===== config.mk =====
export PLATFORM = sky130hd
export DESIGN_NAME = brtw_top
export DESIGN_NICKNAME = d
export VERILOG_FILES = /design/src/rtl/brtw_pkg.sv /design/src/rtl/brtw_top.sv /design/src/rtl/brtw_mul.sv
export SDC_FILE = /design/constraint.sdc
export NUM_CORES = 1
export LEC_CHECK = 0
export BUFFER_PORTS_ARGS = -buffer_cell sky130_fd_sc_hd__clkbuf_2
export CAP_MARGIN = 10
export CORE_AREA = 3 3 227 229
export CTS_CLUSTER_SIZE = 10
export DETAILED_ROUTE_END_ITERATION = 12
export DIE_AREA = 0 0 230 232
export GPL_TIMING_DRIVEN = 0
export PLACE_DENSITY = 0.54
export SYNTH_ARGS = -nofsm -noshare
export SYNTH_HDL_FRONTEND = slang
export SYNTH_SLANG_ARGS = --single-unit

===== constraint.sdc =====
create_clock -name i_clk -period 12.9 [get_ports i_clk]
set_input_delay 1.29 -clock i_clk [delete_from_list [all_inputs] [get_ports i_clk]]
set_output_delay 1.29 -clock i_clk [all_outputs]
set_load 0.005 [all_outputs]

===== src/rtl/brtw_pkg.sv =====
package brtw_pkg;

   // ****************************************************************
   // Clock and timing
   // ****************************************************************
   localparam int unsigned CLK_HZ          = 40_000_000;
   localparam int unsigned PULSE_MS        = 8;
   localparam int unsigned PREP_NS         = 1000;
   // The pulse rounds down so it never runs long of its nominal length.
   localparam int unsigned PULSE_CYCLES    = (CLK_HZ / 1000) * PULSE_MS;
   // The preparation phase is a least time, so it rounds up.
   localparam int unsigned PREP_CYCLES     = (PREP_NS * (CLK_HZ / 1_000_000) + 999) / 1000;
   localparam int unsigned TIMER_W         = 24;

   // ****************************************************************
   // Tuning word layout
   // ****************************************************************
   localparam int unsigned STEP_W          = 32;
   localparam int unsigned FREQ_W          = 32;
   localparam int unsigned FTW_W           = 48;
   localparam int unsigned FTW_PAD_W       = 16;
   localparam int unsigned FRAC_BITS       = 24;
   localparam int unsigned MUL_CYCLES      = 32;
   localparam int unsigned NV_BYTES        = 4;

   // ****************************************************************
   // Presets and calibration
   // ****************************************************************
   localparam logic [31:0] STEP_PRESET     = 32'h225c17d0;
   localparam logic [31:0] CAL_FREQ_HZ     = 32'h0098_9680;
   localparam logic [31:0] CAL_STEP        = 32'h0000_0001;

   // ****************************************************************
   // Relay bank
   // ****************************************************************
   localparam int unsigned N_BANDS         = 9;
   localparam int unsigned DEFAULT_BAND    = 0;

   typedef enum logic [2:0] {
      BRTW_IDLE      = 3'h0,
      BRTW_RST_PREP  = 3'h1,
      BRTW_RST_PULSE = 3'h3,
      BRTW_SET_PREP  = 3'h2,
      BRTW_SET_PULSE = 3'h6
   } brtw_state_e;

endpackage


===== src/rtl/brtw_top.sv =====
module brtw_top #(
   parameter int unsigned N_BAND       = brtw_pkg::N_BANDS,
   parameter int unsigned PULSE_CYC    = brtw_pkg::PULSE_CYCLES,
   parameter int unsigned DEF_BAND     = brtw_pkg::DEFAULT_BAND
) (
   input  wire logic                        i_clk,
   input  wire logic                        i_rst,
   input  wire logic                        i_freq_valid,
   input  wire logic [brtw_pkg::FREQ_W-1:0] i_freq_hz,
   input  wire logic [3:0]                  i_band,
   input  wire logic                        i_cal_toggle,
   input  wire logic                        i_cal_adj,
   input  wire logic                        i_cal_up,
   input  wire logic                        i_nv_load,
   input  wire logic [brtw_pkg::STEP_W-1:0] i_nv_step,
   output logic [brtw_pkg::FTW_W-1:0]       o_ftw,
   output logic                             o_ftw_valid,
   output logic [N_BAND-1:0]                o_relay,
   output logic                             o_relay_busy,
   output logic                             o_cal_active,
   output logic                             o_nv_wr,
   output logic [1:0]                       o_nv_index,
   output logic [7:0]                       o_nv_data,
   output logic [brtw_pkg::STEP_W-1:0]      o_step
);
   import brtw_pkg::*;

   localparam int unsigned IDX_W = (N_BAND > 1) ? $clog2(N_BAND) : 1;
   localparam logic [IDX_W-1:0] LAST_IDX = IDX_W'(N_BAND - 1);
   localparam logic [IDX_W-1:0] DEF_IDX  = IDX_W'(DEF_BAND);

   // ****************************************************************
   // Tuning word path
   // ****************************************************************
   logic                 freq_pend;
   logic [FREQ_W-1:0]    user_freq;
   logic                 mul_start;
   logic                 mul_busy;
   logic                 mul_done;
   logic [STEP_W-1:0]    mul_word;
   logic                 cal_begin;
   logic                 cal_end;
   logic                 cal_bump;
   logic [2:0]           nv_left;

   assign cal_begin = i_cal_toggle && !o_cal_active;
   assign cal_end   = i_cal_toggle && o_cal_active;
   assign cal_bump  = i_cal_adj && o_cal_active;

   // Calibration mode and the step constant; storage reloads only outside calibration.
   always_ff @(posedge i_clk or posedge i_rst) begin
      if (i_rst) begin
         o_cal_active <= 1'b0;
         o_step       <= STEP_PRESET;
      end else begin
         if (i_cal_toggle) begin
            o_cal_active <= !o_cal_active;
         end
         if (cal_bump) begin
            // The smallest step keeps each encoder detent a fine trim.
            o_step <= i_cal_up ? o_step + CAL_STEP : o_step - CAL_STEP;
         end else if (i_nv_load && !o_cal_active) begin
            o_step <= i_nv_step;
         end
      end
   end

   // Latest user frequency; a retune is pending until the multiplier takes it.
   always_ff @(posedge i_clk or posedge i_rst) begin
      if (i_rst) begin
         user_freq <= '0;
         freq_pend <= 1'b0;
         mul_start <= 1'b0;
      end else begin
         mul_start <= 1'b0;
         if (i_freq_valid) begin
            user_freq <= i_freq_hz;
         end
         if (freq_pend && !mul_busy && !mul_start) begin
            mul_start <= 1'b1;
            freq_pend <= 1'b0;
         end
         // A new request in the same cycle as the take wins, so none is lost.
         if (i_freq_valid || i_cal_toggle || cal_bump || i_nv_load) begin
            freq_pend <= 1'b1;
         end
      end
   end

   brtw_mul u_mul (
      .i_clk   (i_clk),
      .i_rst   (i_rst),
      .i_start (mul_start),
      .i_step  (o_step),
      .i_freq  (o_cal_active ? CAL_FREQ_HZ : user_freq),
      .o_busy  (mul_busy),
      .o_done  (mul_done),
      .o_word  (mul_word)
   );

   // The word goes out whole, product on top and zero padding below.
   always_ff @(posedge i_clk or posedge i_rst) begin
      if (i_rst) begin
         o_ftw       <= '0;
         o_ftw_valid <= 1'b0;
      end else begin
         o_ftw_valid <= mul_done;
         if (mul_done) begin
            o_ftw <= {mul_word, {FTW_PAD_W{1'b0}}};
         end
      end
   end

   // ****************************************************************
   // Nonvolatile write-back
   // ****************************************************************
   // On leaving calibration the four bytes go out, index 3 first.
   always_ff @(posedge i_clk or posedge i_rst) begin
      if (i_rst) begin
         nv_left    <= 3'h0;
         o_nv_wr    <= 1'b0;
         o_nv_index <= 2'h0;
         o_nv_data  <= 8'h0;
      end else begin
         o_nv_wr <= 1'b0;
         if (cal_end) begin
            nv_left <= 3'(NV_BYTES);
         end else if (nv_left != 3'h0) begin
            o_nv_wr    <= 1'b1;
            o_nv_index <= 2'(nv_left - 3'h1);
            o_nv_data  <= o_step[8*(nv_left - 3'h1) +: 8];
            nv_left    <= nv_left - 3'h1;
         end
      end
   end

   // ****************************************************************
   // Band relay sequencer
   // ****************************************************************
   brtw_state_e          state;
   logic [TIMER_W-1:0]   timer;
   logic                 known;
   logic [IDX_W-1:0]     last_set;
   logic [IDX_W-1:0]     set_idx;
   logic [IDX_W-1:0]     want;
   logic [IDX_W-1:0]     rst_idx;
   logic                 band_pend;
   logic                 band_take;
   logic [N_BAND-1:0]    one_hot_rst;
   logic [N_BAND-1:0]    one_hot_want;

   assign one_hot_rst  = N_BAND'(1) << rst_idx;
   assign one_hot_want = N_BAND'(1) << want;
   assign band_take    = (state == BRTW_IDLE) && band_pend;

   // Band requests ride on frequency requests; calibration leaves the relays alone.
   always_ff @(posedge i_clk or posedge i_rst) begin
      if (i_rst) begin
         band_pend <= 1'b1;
         want      <= DEF_IDX;
      end else begin
         if (band_take) begin
            band_pend <= 1'b0;
         end
         if (i_freq_valid && !o_cal_active && (32'(i_band) < N_BAND)) begin
            want      <= i_band[IDX_W-1:0];
            band_pend <= 1'b1;
         end
      end
   end

   // Each pulse is preceded by a short phase with every line at the opposite level,
   // so the shared coil return sees a clean reversal.
   always_ff @(posedge i_clk or posedge i_rst) begin
      if (i_rst) begin
         state        <= BRTW_IDLE;
         timer        <= '0;
         known        <= 1'b0;
         last_set     <= '0;
         set_idx      <= '0;
         rst_idx      <= '0;
         o_relay      <= '0;
         o_relay_busy <= 1'b0;
      end else begin
         if (timer != '0) begin
            timer <= timer - TIMER_W'(1);
         end
         unique case (state)
            BRTW_IDLE: begin
               o_relay      <= '0;
               o_relay_busy <= 1'b0;
               if (band_pend && (!known || want != last_set)) begin
                  rst_idx      <= known ? last_set : '0;
                  o_relay      <= '1;
                  o_relay_busy <= 1'b1;
                  timer        <= TIMER_W'(PREP_CYCLES - 1);
                  state        <= BRTW_RST_PREP;
               end
            end
            BRTW_RST_PREP: begin
               if (timer == '0) begin
                  o_relay <= ~one_hot_rst;
                  timer   <= TIMER_W'(PULSE_CYC - 1);
                  state   <= BRTW_RST_PULSE;
               end
            end
            BRTW_RST_PULSE: begin
               if (timer == '0) begin
                  timer <= TIMER_W'(PREP_CYCLES - 1);
                  if (!known && rst_idx != LAST_IDX) begin
                     rst_idx <= rst_idx + IDX_W'(1);
                     o_relay <= '1;
                     state   <= BRTW_RST_PREP;
                  end else begin
                     o_relay <= '0;
                     state   <= BRTW_SET_PREP;
                  end
               end
            end
            BRTW_SET_PREP: begin
               if (timer == '0) begin
                  // The pulsed index is latched, so a request during the pulse cannot
                  // make the record name a relay that was never set.
                  set_idx <= want;
                  o_relay <= one_hot_want;
                  timer   <= TIMER_W'(PULSE_CYC - 1);
                  state   <= BRTW_SET_PULSE;
               end
            end
            BRTW_SET_PULSE: begin
               if (timer == '0) begin
                  o_relay  <= '0;
                  last_set <= set_idx;
                  known    <= 1'b1;
                  state    <= BRTW_IDLE;
               end
            end
            default: begin
               o_relay <= '0;
               state   <= BRTW_IDLE;
            end
         endcase
      end
   end

endmodule


===== src/rtl/brtw_mul.sv =====
module brtw_mul (
   input  wire logic                        i_clk,
   input  wire logic                        i_rst,
   input  wire logic                        i_start,
   input  wire logic [brtw_pkg::STEP_W-1:0] i_step,
   input  wire logic [brtw_pkg::FREQ_W-1:0] i_freq,
   output logic                             o_busy,
   output logic                             o_done,
   output logic [brtw_pkg::STEP_W-1:0]      o_word
);
   import brtw_pkg::*;

   logic [63:0] acc;
   logic [63:0] mcand;
   logic [31:0] mplier;
   logic [5:0]  cnt;
   logic [63:0] next_acc;

   // One partial product per cycle keeps the adder to a single 64-bit stage.
   always_comb begin
      next_acc = mplier[0] ? acc + mcand : acc;
   end

   // Shift-and-add multiply; the integer part of step times frequency is kept.
   always_ff @(posedge i_clk or posedge i_rst) begin
      if (i_rst) begin
         acc    <= 64'h0;
         mcand  <= 64'h0;
         mplier <= 32'h0;
         cnt    <= 6'h0;
         o_busy <= 1'b0;
         o_done <= 1'b0;
         o_word <= 32'h0;
      end else begin
         o_done <= 1'b0;
         if (i_start && !o_busy) begin
            acc    <= 64'h0;
            mcand  <= {32'h0, i_step};
            mplier <= i_freq;
            cnt    <= 6'(MUL_CYCLES);
            o_busy <= 1'b1;
         end else if (o_busy) begin
            acc    <= next_acc;
            mcand  <= {mcand[62:0], 1'b0};
            mplier <= {1'b0, mplier[31:1]};
            cnt    <= cnt - 6'h1;
            if (cnt == 6'h1) begin
               o_busy <= 1'b0;
               o_done <= 1'b1;
               o_word <= next_acc[FRAC_BITS +: STEP_W];
            end
         end
      end
   end

endmodule


==> qor.txt <==
status = completed
Post-DP Area = 21700 µm²
post-synth cell types = 91
clock input transition at the sequential cells of the worst setup and hold paths = 0.06 ns
Clock Power Share = 0.210
Worst Path Required = 13.38 ns
FFs w/ async S/R, synth = 1.00
commonest non-fill, non-tap cells in the layout = dfrtp_1 (339), nand2_1 (249), o21ai_0 (207), clkbuf_2 (160), a21oi_1 (144)
Pre-Repair DR Iteration Count = 5
Area Overhead vs Synth = 15.5%
antenna cell count = 0
DRT Wirelength = 56.3 mm
Core Area = 49900 µm²
slew at the pin with the worst max-slew slack = 1.19 ns
Synth Register Bits = 353
CTS tree = done
period utilization = 0.324
most common cell after layout, fill and taps aside = dfrtp_1
Placer Congestion = 0.934
vias in the first global route = 16532
WL/cell = 18.8 µm
Max Freq = 239 MHz
final hold violations = 0
die height = 232 µm
clk_lat worst skew = 0.58 ns
Slew Limit Fails = 0
crit path DAT = 4.67 ns
Critical Path End Type = flop
Slew headroom = 0.206
dpl ws = 7.58 ns
initial antenna violation count = 0
detailed-route DRC error count = 0
PostCTS Resize Cnt = 0
via count = 16519
hold crit path type = reg -> reg
grt total ovfl = 0
yosys warns = 0
setup TNS = 0 ns
Max VDD drop = 0.000120 V
internal power = 3140 µW
Syn Inst Count = 2069
share of Yosys cell area claimed by the top area cell type = 0.427
Total Die Area = 53400 µm²
Avg Inst Size Synth = 9.61 µm²
DP HPWL = 41.6 mm
Core Util, Final = 0.461
Final nets = 2468
largest net degree at the start of global routing = 116
share of cells above drive strength 1 = 0.158
I/O Buffers = 160
setup ws final = 8.71 ns
die width = 230 µm
Post-CTS Setup Bufs = 0
Power Density = 236 nW/µm²
WS Path Type = in -> reg
EDFF count, synth = 0
site row count = 82
H-tree levels = 2
Ports = 178
power share of the combinational group = 0.459
Final ANT Viol Nets = 0
Synth area leaders = dfrtp_1 (43%), ha_1 (6.2%), o21ai_0 (5.2%)
final worst path period need = 4.19 ns
Starting Density = 0.399
maxcap violations = 0
post-route cell area = 23000 µm²
Synth Cell Area = 19900 µm²
predominant post-synthesis flop cell = dfrtp_1
RSZ-0062 raised after global routing = false
first-pass GRT wire length = 90.8 mm
final setup fails = 0
Num CTS Buffers = 43
cts hold-fix bufs = 0
overall routing resource usage = 0.209
Sw Share = 0.420
NetSw = 2270 µW
Sink Count = 353
initial drt markers = 1126
CTS Buffer Depth = 3
largest fanout on the critical path = 26
Seq pwr share = 0.331
cell taking the most area after synthesis = dfrtp_1
clock root buffer = clkbuf_16
Critical Path Start Type = input port
Vias/cell = 5.53
Leak Pwr = 0.0102 µW
sequential area share after synthesis = 0.445
clock skew = 0.0232 ns
-- kinds of logic after synthesis --
group,share of synthesized area
and+or+nand+nor,0.131
buffers and inverters,0.0381
xor gates and xnor gates,0.0462
other,0.000189
muxes,0.0702
adders and majority gates,0.0637
AOI/OAI and AO/OA,0.205
DFF,0.445
-- power groups by stage --
stage / clock [µW] / combinational (µW) / sequential, µW
6_report: 1140 / 2490 / 1790
5_1_grt: 1210 / 2780 / 1830
4_1_cts: 1170 / 2480 / 1790
3_5_place_dp: 0 / 2460 / 1810
3_3_place_gp: 0 / 2430 / 1800
2_1_floorplan: 0 / 1810 / 1670
-- through the flow --
step           hold slack (ns)  std cells  total power, µW
2_1_floorplan            0.352       2084             3480
3_3_place_gp             0.367       2916             4230
3_5_place_dp             0.377       2919             4270
4_1_cts                  0.389       2984             5440
5_1_grt                  0.399       2985             5830
6_report                 0.392       2985             5420
-- worst paths after layout --
check | from | end | depth (start not counted) | slack (ns)
setup / recovery | i_cal_up | o_step[31] | 14 | 8.71
hold / removal | u_mul.o_done | o_ftw_valid | 0 | 0.39
setup reg to reg | u_mul.mcand[0] | u_mul.acc[38] | 12 | 9.20
hold reg to reg | u_mul.o_done | o_ftw_valid | 0 | 0.39
max in group asynchronous | i_rst | o_step[11] | 4 | 10.82
min in group asynchronous | i_rst | timer[21] | 2 | 0.73
-- state kept, by name (all words and copies together), names as in the netlist, 9 cells and up --
| name | flops |
|---|---|
| o_ftw | 32 |
| o_relay | 9 |
| o_step | 32 |
| timer | 24 |
| u_mul.acc | 56 |
| u_mul.mcand | 56 |
| u_mul.mplier | 32 |
| u_mul.o_word | 32 |
| user_freq | 32 |
-- synthesized netlist by cell type, types with 10 or more instances --
| master | n |
|---|---|
| nand4_1 | 21 |
| nor3_1 | 34 |
| o21a_1 | 12 |
| inv_1 | 45 |
| nand2b_1 | 16 |
| dfrtp_1 | 339 |
| a311oi_1 | 10 |
| buf_1 | 12 |
| buf_4 | 16 |
| dfstp_2 | 14 |
| a211oi_1 | 15 |
| nor2_1 | 112 |
| a221oi_1 | 10 |
| mux2i_1 | 55 |
| xnor2_1 | 59 |
| o22ai_1 | 13 |
| a21oi_1 | 144 |
| a31oi_1 | 25 |
| o21ai_0 | 207 |
| clkbuf_1 | 96 |
| o21bai_1 | 15 |
| a22oi_1 | 43 |
| mux2_2 | 75 |
| nor2b_1 | 11 |
| nand3_1 | 26 |
| and3_1 | 29 |
| nand2_1 | 249 |
| xor2_1 | 46 |
| ha_1 | 98 |
| nor4_1 | 11 |
| a21o_1 | 31 |
| a22o_1 | 47 |
-- final cells by class --
| cell class | count | area (µm²) |
|---|---|---|
| Inverter | 47 | 184 |
| Sequential cell | 353 | 8850 |
| Clock inverter | 5 | 86.3 |
| Tap cell | 672 | 841 |
| Clock buffer | 60 | 1190 |
| Buffer | 134 | 582 |
| Fill cell | 4860 | 26900 |
| Timing Repair Buffer | 164 | 911 |
| Multi-Input combinational cell | 1550 | 10300 |
-- critical path: stages --
cell      delay (ns)
clkbuf_2        0.11
inv_1           0.30
buf_16          0.23
ha_1            0.31
and3_1          0.25
and3_1          0.20
a221oi_1        0.44
a211oi_1        0.16
a221o_1         0.33
o41a_1          0.36
a21oi_1         0.19
xnor2_1         0.13
nor3_1          0.07
nor4_1          0.27
-- metal layers --
metal  track usage  share of wire  vias up
met5             0              0        -
met2         0.332           0.45      397
met4        0.0546          0.023        0
li1              -              -     7932
met3        0.0378          0.050       82
met1         0.297           0.48     8108
Power figures use the tool's default switching activity.
